### config.mk
export PLATFORM = sky130hd
export DESIGN_NAME = sdcl_device_flat
export DESIGN_NICKNAME = d
export VERILOG_FILES = /design/src/hdl/sdcl_pkg.sv /design/src/hdl/sdcl_pins_if.sv /design/src/hdl/sdcl_device.sv /design/src/flat_wrapper.sv
export VERILOG_INCLUDE_DIRS = /design/src /design/src/hdl
export SDC_FILE = /design/constraint.sdc
export NUM_CORES = 1
export LEC_CHECK = 0
export ABC_AREA = 1
export BUFFER_PORTS_ARGS = -buffer_cell sky130_fd_sc_hd__buf_2
export CORE_MARGIN = 2
export CORE_UTILIZATION = 56
export DETAILED_ROUTE_END_ITERATION = 10
export HOLD_SLACK_MARGIN = 0.03
export PLACE_DENSITY_LB_ADDON = 0.25
export SLEW_MARGIN = 20
export SYNTH_ARGS = -nofsm -noshare
export SYNTH_HDL_FRONTEND = slang
export SYNTH_SLANG_ARGS = --single-unit
export TNS_END_PERCENT = 50
### constraint.sdc
create_clock -name clk -period 3.4 [get_ports clk]
set_clock_uncertainty 0.1 [all_clocks]
set_input_delay 0.17 -clock clk [delete_from_list [all_inputs] [get_ports clk]]
set_output_delay 0.17 -clock clk [all_outputs]
set_load 0.02 [all_outputs]
### src/hdl/sdcl_map.svh
// offsets, field positions, reset values and timing counts of the divider loader
// assumes inclusion by bare name from every design file of the block
`ifndef SDCL_MAP_SVH
`define SDCL_MAP_SVH

// ==========================================================
// pin vector seen by the device synchroniser
`define SDCL_PIN_W     16
`define SDCL_PIN_M_HI  8
`define SDCL_PIN_N_LO  9
`define SDCL_PIN_N_HI  10
`define SDCL_PIN_PSTB  11
`define SDCL_PIN_SCLK  12
`define SDCL_PIN_SDAT  13
`define SDCL_PIN_SLD   14
`define SDCL_PIN_REF   15

// ==========================================================
// serial word: test bits first, then output divider, then loop divider
`define SDCL_SR_W      14
`define SDCL_T_HI      13
`define SDCL_T_LO      11
`define SDCL_N_HI      10
`define SDCL_N_LO      9
`define SDCL_M_HI      8

// ==========================================================
// divider encodings and test codes
`define SDCL_N_DIV1    2'h3
`define SDCL_N_DIV2    2'h0
`define SDCL_N_DIV4    2'h1
`define SDCL_N_DIV8    2'h2
`define SDCL_REF_PREDIV 16
`define SDCL_M_MIN     9'h0C8
`define SDCL_M_MAX     9'h190
`define SDCL_T_SHIFT   3'h0
`define SDCL_T_HIGH    3'h1
`define SDCL_T_REF     3'h2
`define SDCL_T_MCNT    3'h3
`define SDCL_T_SYNTH_OUTPUT    3'h4
`define SDCL_T_LOW     3'h5
`define SDCL_T_BYPASS  3'h6
`define SDCL_T_FOUT4   3'h7

// ==========================================================
// host register map and reset values
`define SDCL_REG_CTRL   8'h00
`define SDCL_REG_CONFIG 8'h04
`define SDCL_REG_STATUS 8'h08
`define SDCL_CFG_RESET  14'h00C8

// ==========================================================
// strobe timing: half period of every host strobe phase
`define SDCL_CLK_NS    20
`define SDCL_HALF_NS   60
`define SDCL_HALF_CYC  ((`SDCL_HALF_NS + `SDCL_CLK_NS - 1) / `SDCL_CLK_NS)

`endif

### src/hdl/sdcl_pkg.sv
// types shared by both ends of the divider configuration loader
// assumes sdcl_map.svh constants; no logic of its own
`include "sdcl_map.svh"
package sdcl_pkg;

  // ========================================================
  // device state
  typedef struct packed {
    logic [`SDCL_PIN_W-1:0] s1;
    logic [`SDCL_PIN_W-1:0] s2;
    logic [`SDCL_PIN_W-1:0] s3;
    logic [`SDCL_PIN_W-1:0] pin;
    logic [`SDCL_SR_W-1:0]  shiftReg;
    logic [2:0]             testSel;
    logic [1:0]             divSel;
    logic [8:0]             loopVal;
    logic [15:0]            phaseAcc;
    logic [3:0]             refDiv;
    logic [8:0]             mCnt;
    logic [2:0]             nCnt;
    logic [1:0]             quarter;
    logic                   synthOut;
    logic                   testOut;
  } sdcl_dev_s;

  // ========================================================
  // host sequencer
  typedef enum logic [2:0] {
    SDCL_IDLE  = 3'b000,
    SDCL_PLOW  = 3'b001,
    SDCL_PHIGH = 3'b010,
    SDCL_SLO   = 3'b011,
    SDCL_SHI   = 3'b100,
    SDCL_LDHI  = 3'b101,
    SDCL_LDLO  = 3'b110
  } sdcl_host_e;

  typedef struct packed {
    sdcl_host_e             fsm;
    logic [3:0]             tickCnt;
    logic [3:0]             bitCnt;
    logic [`SDCL_SR_W-1:0]  cfg;
    logic [`SDCL_SR_W-1:0]  txWord;
    logic                   rejected;
    logic                   wrPend;
    logic [7:0]             wrAddr;
    logic [31:0]            hrdata;
    logic                   hreadyout;
    logic [8:0]             loopValue;
    logic [1:0]             outDivSel;
    logic                   parallelStrobe;
    logic                   serialClock;
    logic                   serialData;
    logic                   serialLoad;
  } sdcl_host_s;

endpackage

### src/hdl/sdcl_pins_if.sv
// configuration pins between the host end and the device end
// assumes both ends run on the same clk; the device still synchronises them
`timescale 1ns/1ps
`default_nettype none
interface sdcl_pins_if;
  logic [8:0] loopValue;
  logic [1:0] outDivSel;
  logic       parallelStrobe;
  logic       serialClock;
  logic       serialData;
  logic       serialLoad;

  modport host (
    output loopValue,
    output outDivSel,
    output parallelStrobe,
    output serialClock,
    output serialData,
    output serialLoad
  );

  modport device (
    input loopValue,
    input outDivSel,
    input parallelStrobe,
    input serialClock,
    input serialData,
    input serialLoad
  );
endinterface
`default_nettype wire

### src/hdl/sdcl_device.sv
// device end: divider holding registers, serial shifter, output and test model
// assumes pins arrive asynchronously; refIn is the selected reference as a level
`timescale 1ns/1ps
`default_nettype none
`include "sdcl_map.svh"
module sdcl_device (
  input  wire logic  clk,
  input  wire logic  rst_n,
  sdcl_pins_if.device pins,
  input  wire logic  refIn,
  output logic       synthOutput,
  output logic       testOutput
);

  // ========================================================
  // decoding helpers
  function automatic logic [3:0] divRatio(input logic [1:0] sel);
    case (sel)
      `SDCL_N_DIV1: divRatio = 4'h1;
      `SDCL_N_DIV2: divRatio = 4'h2;
      `SDCL_N_DIV4: divRatio = 4'h4;
      `SDCL_N_DIV8: divRatio = 4'h8;
      default:      divRatio = 4'h2;
    endcase
  endfunction

  function automatic logic testNode(
    input logic [2:0] sel,
    input logic       srOut,
    input logic       refLvl,
    input logic       loopOut,
    input logic       synth_output,
    input logic       mOut,
    input logic       fout4
  );
    case (sel)
      `SDCL_T_SHIFT:  testNode = srOut;
      `SDCL_T_HIGH:   testNode = 1'b1;
      `SDCL_T_REF:    testNode = refLvl;
      `SDCL_T_MCNT:   testNode = loopOut;
      `SDCL_T_SYNTH_OUTPUT:   testNode = synth_output;
      `SDCL_T_LOW:    testNode = 1'b0;
      `SDCL_T_BYPASS: testNode = mOut;
      `SDCL_T_FOUT4:  testNode = fout4;
      default:        testNode = 1'b0;
    endcase
  endfunction

  sdcl_pkg::sdcl_dev_s st;
  sdcl_pkg::sdcl_dev_s next_st;

  logic [`SDCL_PIN_W-1:0] pinsIn;
  assign pinsIn = {refIn, pins.serialLoad, pins.serialData, pins.serialClock,
                   pins.parallelStrobe, pins.outDivSel, pins.loopValue};

  // ========================================================
  // next state
  always_comb begin
    logic [`SDCL_PIN_W-1:0] agree;
    logic                   pRise;
    logic                   sclkRise;
    logic                   sldFall;
    logic                   refRise;
    logic                   bypass;
    logic [15:0]            acc;
    logic [15:0]            thr;
    logic [2:0]             half;
    logic                   mOut;
    agree    = '0;
    pRise    = 1'b0;
    sclkRise = 1'b0;
    sldFall  = 1'b0;
    refRise  = 1'b0;
    bypass   = 1'b0;
    acc      = '0;
    thr      = '0;
    half     = '0;
    mOut     = 1'b0;
    next_st  = st;

    // three-stage synchroniser, a change counts once stages two and three agree
    next_st.s1  = pinsIn;
    next_st.s2  = st.s1;
    next_st.s3  = st.s2;
    agree       = ~(st.s2 ^ st.s3);
    next_st.pin = (st.s3 & agree) | (st.pin & ~agree);

    pRise    = next_st.pin[`SDCL_PIN_PSTB] & ~st.pin[`SDCL_PIN_PSTB];
    sclkRise = next_st.pin[`SDCL_PIN_SCLK] & ~st.pin[`SDCL_PIN_SCLK];
    sldFall  = ~next_st.pin[`SDCL_PIN_SLD] & st.pin[`SDCL_PIN_SLD];
    refRise  = next_st.pin[`SDCL_PIN_REF] & ~st.pin[`SDCL_PIN_REF];

    // ------------------------------------------------------
    // serial shifter: shifting alone never touches the holding registers
    if (sclkRise) begin
      next_st.shiftReg = {st.shiftReg[`SDCL_SR_W-2:0],
                          next_st.pin[`SDCL_PIN_SDAT]};
    end

    // ------------------------------------------------------
    // holding registers, parallel path first
    if (!next_st.pin[`SDCL_PIN_PSTB]) begin
      next_st.loopVal = next_st.pin[`SDCL_PIN_M_HI:0];
      next_st.divSel  = next_st.pin[`SDCL_PIN_N_HI:`SDCL_PIN_N_LO];
      next_st.testSel = 3'h0;
    end else if (pRise) begin
      // last transparent value equals the value at the edge
      next_st.loopVal = st.pin[`SDCL_PIN_M_HI:0];
      next_st.divSel  = st.pin[`SDCL_PIN_N_HI:`SDCL_PIN_N_LO];
    end else if (sldFall) begin
      next_st.testSel = st.shiftReg[`SDCL_T_HI:`SDCL_T_LO];
      next_st.divSel  = st.shiftReg[`SDCL_N_HI:`SDCL_N_LO];
      next_st.loopVal = st.shiftReg[`SDCL_M_HI:0];
    end

    bypass = (st.testSel == `SDCL_T_BYPASS);

    // ------------------------------------------------------
    // loop model: one output half period per PREDIV/2*N reference edges per 2M
    // limitation: at most one output toggle per clk, so real rates saturate
    thr = 16'((`SDCL_REF_PREDIV / 2) * divRatio(st.divSel));
    acc = st.phaseAcc;
    if (!bypass && refRise) begin
      next_st.refDiv = st.refDiv + 4'h1;
      acc = st.phaseAcc + {6'h0, st.loopVal, 1'b0};
    end
    if (!bypass) begin
      next_st.mCnt = '0;
      next_st.nCnt = '0;
      if (acc >= thr) begin
        acc              = acc - thr;
        next_st.synthOut = ~st.synthOut;
      end
      next_st.phaseAcc = acc;
    end else begin
      // bypass: serial clock drives both dividers directly
      next_st.phaseAcc = '0;
      half = 3'(divRatio(st.divSel) >> 1);
      if (st.divSel == `SDCL_N_DIV1) begin
        next_st.synthOut = next_st.pin[`SDCL_PIN_SCLK];
      end else if (sclkRise) begin
        if (st.nCnt + 3'h1 >= half) begin
          next_st.nCnt     = 3'h0;
          next_st.synthOut = ~st.synthOut;
        end else begin
          next_st.nCnt = st.nCnt + 3'h1;
        end
      end
      if (sclkRise) begin
        if (st.mCnt + 9'h001 >= st.loopVal) begin
          next_st.mCnt = 9'h000;
        end else begin
          next_st.mCnt = st.mCnt + 9'h001;
        end
      end
    end
    mOut = (st.mCnt == 9'h000);

    if (next_st.synthOut & ~st.synthOut) begin
      next_st.quarter = st.quarter + 2'h1;
    end

    next_st.testOut = testNode(st.testSel,
                               st.shiftReg[`SDCL_SR_W-1],
                               st.pin[`SDCL_PIN_REF],
                               st.refDiv[3],
                               st.synthOut,
                               mOut,
                               st.quarter[1]);
  end

  // ========================================================
  // state register
  always_ff @(posedge clk) begin
    if (!rst_n) begin
      st <= '0;
    end else begin
      st <= next_st;
    end
  end

  assign synthOutput = st.synthOut;
  assign testOutput  = st.testOut;

endmodule
`default_nettype wire

### src/flat_wrapper.sv
// flat-port wrapper written by rule: the top's interface ports become plain ports
module sdcl_device_flat 
  (clk, rst_n, refIn, synthOutput, testOutput, pins_loopValue, pins_outDivSel, pins_parallelStrobe, pins_serialClock, pins_serialData, pins_serialLoad);
  sdcl_pins_if pins_i ();
  input  wire logic clk;
  input  wire logic rst_n;
  input  wire logic refIn;
  output logic synthOutput;
  output logic testOutput;
  input wire logic [$bits(pins_i.loopValue)-1:0] pins_loopValue;
  input wire logic [$bits(pins_i.outDivSel)-1:0] pins_outDivSel;
  input wire logic [$bits(pins_i.parallelStrobe)-1:0] pins_parallelStrobe;
  input wire logic [$bits(pins_i.serialClock)-1:0] pins_serialClock;
  input wire logic [$bits(pins_i.serialData)-1:0] pins_serialData;
  input wire logic [$bits(pins_i.serialLoad)-1:0] pins_serialLoad;
  assign pins_i.loopValue = pins_loopValue;
  assign pins_i.outDivSel = pins_outDivSel;
  assign pins_i.parallelStrobe = pins_parallelStrobe;
  assign pins_i.serialClock = pins_serialClock;
  assign pins_i.serialData = pins_serialData;
  assign pins_i.serialLoad = pins_serialLoad;
  sdcl_device u_core (.clk(clk), .rst_n(rst_n), .pins(pins_i), .refIn(refIn), .synthOutput(synthOutput), .testOutput(testOutput));
endmodule
==> out/summary.txt, run 1 <==
run status -> finished with violations
failing checks -> setup timing
clock-pin slew on the worst setup and hold paths -> 0.07 ns
critical path peak fanout -> 5
hold depth -> 3
non-filler instance count after layout -> 1044
Tightest Pin Transition -> 0.978 ns
final hold viol count -> 0
Via density -> 5.17
sequential share of the synthesized area -> 41.7%
diode count -> 0
WHS -> 0.0370 ns
initial antenna violation count -> 0
commonest non-fill, non-tap cell in the layout -> nand2_1
CTS Root Cell -> clkbuf_8
Reg-to-Reg End -> u_core.st[3]
I/O pin count -> 20
H-tree depth -> 4
Setup violations, final -> 7
syn nets -> 891
GRT Total Usage -> 23.4%
Fill cells -> 870
critical path arrival -> 3.86 ns
I/O Buffers -> 19
synthesized flop and latch total -> 127
CTS tree -> yes
Worst Setup Slack, final -> -0.150 ns
reg2reg start -> u_core.st[36]
Multi-input gate area -> 3110 um^2
critical path endpoint category -> register
final wirelength -> 13.7 mm
wire per inst -> 13.1 um
Max VDD drop -> 436 uV
Util after Layout -> 68.6%
FF+latch area -> 2550 um^2
drt first-iter violations -> 276
DR vias -> 5399
Leak -> 3.68 nW
synthesized area -> 6100 um^2
Hold Crit Class -> in2reg
most frequent cells in the layout -> nand2_1 (193), inv_1 (127), dfxtp_1 (120)
Layout area overhead -> 20.8%
Placeable Area -> 10700 um^2
Final min period -> 3.55 ns
Worst R2R Path Depth -> 25
RSZ-0062 raised after global routing -> true
DIE HEIGHT -> 108 um
Clock Sinks -> 127
Highest Clock Rate -> 0.282 GHz
Max Cap Violations -> 0
first-pass GRT wire length -> 21.9 mm
Setup crit start kind -> register
Clock Tree Buf Depth -> 2
placed cells -> 987
pre-CTS WS -> -0.131 ns
synth unique cells -> 43
WP data required -> 3.71 ns
fin nets -> 940
worst reg2reg setup slack -> -0.15 ns
Placed Area -> 6340 um^2
min-delay src -> rst_n
fin area -> 7370 um^2
DRC errors left -> 0
Die W -> 108 um
Rows -> 38
number of global-route vias before repair -> 5025
die area -> 11700 um^2
DP HPWL -> 9.11 mm
hold path endpoint -> u_core.next_st[82]
Congestion Overflow GR -> 0
clock latency on the worst-skew pair -> 0.52 ns
antenna-violating nets left -> 0
Pins Over Slew Limit -> 0
CTS Buf Count -> 17
largest net degree at the start of global routing -> 37
first-pass iteration count of the detailed router -> 5
final worst-path cycle share -> 104%
Relative slew margins -> 34.8%
Initial Util -> 56.8%
synth warn -> 0
synthesized area per cell -> 7.25 um^2
WS Path Type -> reg2reg
fraction of layout cells with a size suffix above 1 -> 14.8%
final RePlAce weighted congestion -> 0.917
PD cells -> 674 nW/um^2
Cells after Synth -> 842
## worst max path at each step
| stage | start | end | slack (ns) | depth (start not counted) |
|---|---|---|---|---|
| 2_1_floorplan | u_core.st[36] | u_core.st[33] | 0.18 | 24 |
| 3_3_place_gp | u_core.st[21] | u_core.st[3] | 0.08 | 25 |
| 3_5_place_dp | u_core.st[21] | u_core.st[3] | -0.13 | 25 |
| 4_1_cts | u_core.st[40] | u_core.st[3] | 0.02 | 24 |
| 5_1_grt | u_core.st[36] | u_core.st[3] | -0.38 | 25 |
| 6_report | u_core.st[36] | u_core.st[3] | -0.15 | 25 |
## layout make-up
type,count,share of cell area (%)
Tap cell,140,2.38
Inverter,135,6.91
Clock inverter,15,2.82
Multi-Input combinational cell,556,42.2
Sequential cell,127,34.7
Timing Repair Buffer,54,5.45
Clock buffer,17,5.62
## cell usage after synthesis, drive strengths merged
cell    number  share of area [%]
nor2        95                6.1
dfxtp      127                 42
a21boi       1               0.12
nand3b       5               0.62
maj3         1               0.16
buf          5               0.57
nor3b        1               0.21
clkbuf      19                1.2
nor4         3               0.31
o31ai        2               0.25
a21o         1               0.12
fa           2               0.66
ha          29                5.9
xnor2        1               0.14
a211oi       7               0.94
and3         1               0.10
o311ai       1               0.14
or2          5               0.51
inv        135                8.3
a311oi       2               0.29
nor3         5               0.49
nand2      209                 13
o21ai       26                2.1
a22o        11                1.6
o211ai       2               0.25
nand3       36                3.2
a21oi       76                6.2
nand4        5               0.51
o21bai      13                1.6
xor2        13                1.9
a22oi        3               0.37
## metal layers
metal  up-vias  GRT usage (%)  wire length (um)  part of all wire (%)
met5         -              0                 0                     0
met4         0           9.98               537                   3.9
met3        41           4.82               576                   4.2
met2       139           41.0              6670                    49
met1      2450           27.8              5900                    43
li1       2769              -                 -                     -
## flip-flops by register name, indices dropped and copies added (netlist names)
signal	cells
u_core.st	93
u_core.next_st	32
u_core.synthOutput	1
u_core.testOutput	1
## power breakdown
group | total, W | leakage [nW] | internal [W] | switching [W]
combinational | 0.00138 | 2.36 | 0.000546 | 0.000833
sequential | 0.00169 | 1.04 | 0.00160 | 0.0000907
clock | 0.00189 | 0.292 | 0.00120 | 0.000691
## cell families (layout without fill, tap and decap cells)
kind of cell	after synthesis	after routing	synth area share (%)
AND/OR/NAND/NOR	365	365	25.4
buffers and inverters	159	221	10.1
AO/OA/AOI/OAI	145	145	14.0
flip-flops	127	127	41.7
adder cells (fa/ha/maj)	32	32	6.77
XOR/XNOR	14	14	2.01
## stage by stage
| stage | TNS (ns) | power (W) |
|---|---|---|
| after global routing | -2.77 | 0.00520 |
| after global placement | 0 | 0.00271 |
| after floorplan | 0 | 0.00253 |
| after detailed placement | -0.386 | 0.00274 |
| final | -0.440 | 0.00496 |
| after CTS | 0 | 0.00469 |
## critical path, stage by stage, from the launching register on
cell	delay, ns
dfxtp_2	0.35
ha_4	0.14
inv_2	0.04
fa_2	0.36
inv_2	0.07
nand2_2	0.05
nand2_2	0.06
nand2_2	0.05
xor2_1	0.14
o21ai_1	0.11
ha_1	0.38
inv_2	0.09
nor4_4	0.27
nand2_1	0.10
nor2_2	0.11
nand2_1	0.07
nor2_2	0.12
nand3_2	0.11
nand3_4	0.16
nand2_2	0.08
nand2_2	0.09
nand2_2	0.08
nand2_4	0.09
nand3_2	0.09
nand2_2	0.08
nor2_2	0.04
## what timing repair did
action	4_1_cts	5_1_grt
hold buffers	16	0
pin swaps	5	22
resized for setup	5	44
gates cloned	0	0
endpoints found under the setup margin	7	16
endpoints found under the hold margin	16	0
buffers inserted	2	8
No activity file was read; power rests on OpenSTA's default activity.
==> inputs of run 2 (changes only) <==
--- a/config.mk
+++ b/config.mk
@@ -9,10 +9,10 @@
 export ABC_AREA = 1
 export BUFFER_PORTS_ARGS = -buffer_cell sky130_fd_sc_hd__buf_2
 export CORE_MARGIN = 2
-export CORE_UTILIZATION = 56
+export CORE_UTILIZATION = 65
 export DETAILED_ROUTE_END_ITERATION = 10
 export HOLD_SLACK_MARGIN = 0.03
-export PLACE_DENSITY_LB_ADDON = 0.25
+export PLACE_DENSITY = 0.83
 export SLEW_MARGIN = 20
 export SYNTH_ARGS = -nofsm -noshare
 export SYNTH_HDL_FRONTEND = slang
==> constraint.sdc (replaced) <==
create_clock -name clk -period 4.2 [get_ports clk]
set_clock_uncertainty 0.1 [all_clocks]
set_input_delay 0.21 -clock clk [delete_from_list [all_inputs] [get_ports clk]]
set_output_delay 0.21 -clock clk [all_outputs]
set_load 0.02 [all_outputs]
==> out/summary.txt, run 2 (synthesized netlist as in run 1, its figures left out) <==
run status -> completed
drt first-iter violations -> 306
DR vias -> 5440
hold depth -> 4
CTS Buf Count -> 17
Worst Setup Slack, final -> 0.487 ns
CTS Root Cell -> clkbuf_8
Highest Clock Rate -> 0.269 GHz
RSZ-0062 raised after global routing -> false
initial antenna violation count -> 0
PD cells -> 529 nW/um^2
I/O Buffers -> 19
Setup violations, final -> 0
Setup Fix Bufs, Post-CTS -> 0
Worst R2R Path Depth -> 25
Final min period -> 3.71 ns
Max Cap Violations -> 0
final wirelength -> 13.8 mm
DIE HEIGHT -> 101 um
commonest non-fill, non-tap cell in the layout -> nand2_1
GRT Total Usage -> 29.2%
final hold viol count -> 0
setup_tns -> 0 ns
Relative slew margins -> 31.4%
critical path arrival -> 4.04 ns
die area -> 10200 um^2
final RePlAce weighted congestion -> 0.883
Rows -> 35
most frequent cells in the layout -> nand2_1 (202), inv_1 (132), dfxtp_1 (127)
largest net degree at the start of global routing -> 70
Fill cells -> 618
first-pass GRT wire length -> 23.5 mm
Tightest Pin Transition -> 1.03 ns
clock latency on the worst-skew pair -> 0.53 ns
pre-CTS WS -> 0.512 ns
antenna-violating nets left -> 0
H-tree depth -> 4
number of global-route vias before repair -> 5287
Die W -> 101 um
diode count -> 0
wire per inst -> 13.9 um
DRC errors left -> 0
Initial Util -> 66.7%
final worst-path cycle share -> 88.4%
DP HPWL -> 8.87 mm
critical path peak fanout -> 11
Clock Tree Buf Depth -> 2
Largest register FFs -> 93
Hold Crit Class -> in2reg
critical path endpoint category -> register
Placeable Area -> 9150 um^2
Max VDD drop -> 363 uV
WS Path Type -> reg2reg
Reg with most FFs -> u_core.st
Setup crit start kind -> register
Clock Sinks -> 127
fin nets -> 923
CTS tree -> yes
Congestion Overflow GR -> 0
WP data required -> 4.53 ns
first-pass iteration count of the detailed router -> 6
fraction of layout cells with a size suffix above 1 -> 8.68%
clock-pin slew on the worst setup and hold paths -> 0.06 ns
Layout area overhead -> 14.8%
Pins Over Slew Limit -> 0
Leak -> 3.61 nW
Via density -> 5.45
I/O pin count -> 20
run 2: changes by cell type in the layout (fill, tap and decap cells not counted), moves of 5 or more:
cell | before | now
nand2_1 | 193 | 202
inv_2 | 7 | 2
dfxtp_2 | 6 | 0
dfxtp_1 | 120 | 127
buf_4 | 18 | 2
inv_1 | 127 | 132
nand2_2 | 12 | 4
run 2: path summary, 6_finish.rpt:
| check | start | to | slack, ns |
|---|---|---|---|
| worst max-delay path | u_core.st[36] | u_core.st[3] | 0.49 |
| worst min-delay path | rst_n | u_core.next_st[83] | 0.20 |
| worst max register to register | u_core.st[36] | u_core.st[3] | 0.49 |
| worst min register to register | u_core.next_st[108] | u_core.next_st[92] | 0.30 |
run 2: cell type report:
| cell class | instances | area (um^2) | area share (%) |
|---|---|---|---|
| clock buffers | 18 | 428 | 6.11 |
| clock inverters | 14 | 173 | 2.47 |
| inverters | 135 | 509 | 7.27 |
| multi-input cells | 556 | 2940 | 42.0 |
| flip-flops and latches | 127 | 2540 | 36.3 |
| well taps | 111 | 139 | 1.98 |
| repair buffers | 37 | 270 | 3.86 |
run 2: layer usage:
metal  GRT usage [%]  share of wire [%]  wire length [um]
met5               0                  0                 0
met4            12.5                2.1               292
met3            6.52                4.9               676
met2            51.6                 51              7080
met1            33.7                 42              5790
run 2: repair_timing:
item,CTS,global route
hold endpoints to repair,16,0
resized for setup,0,1
endpoints found under the setup margin,0,2
hold buffers,16,0
run 2: power breakdown:
| part | leakage, nW | internal, W | switching [W] |
|---|---|---|---|
| sequential | 1.03 | 0.00130 | 0.0000671 |
| combinational | 2.28 | 0.000309 | 0.000535 |
| clock | 0.291 | 0.000886 | 0.000614 |
| total | 3.61 | 0.00249 | 0.00122 |
run 2: per-stage QoR:
step	utilization, %	total power, W	instance area, um^2	instances	hold slack, ns
final	76.5	0.00371	7000	998	0.203
after detailed placement	68.2	0.00220	6240	950	0.296
after floorplan	-	0.00205	6100	842	0.208
after CTS	76.5	0.00370	7000	998	0.194
after global placement	68.2	0.00217	6240	950	0.292
after global routing	76.5	0.00389	7000	998	0.234
run 2: worst max-delay path, stage by stage (launching register included):
cell and delay (ns):
dfxtp_1 0.36, ha_1 0.25, inv_1 0.08, fa_1 0.40, inv_1 0.09, nand2_1 0.05
nand2_1 0.10, nand2_1 0.07, xor2_1 0.13, o21ai_1 0.10, ha_1 0.36, inv_1 0.07
nor4_1 0.22, nand2_1 0.08, nor2_1 0.11, nand2_1 0.06, nor2_1 0.09, nand3_1 0.12
nand3_2 0.24, nand2_1 0.08, nand2_1 0.06, nand2_1 0.06, nand2_1 0.12, nand3_1 0.09
nand2_1 0.06, nor2_1 0.05
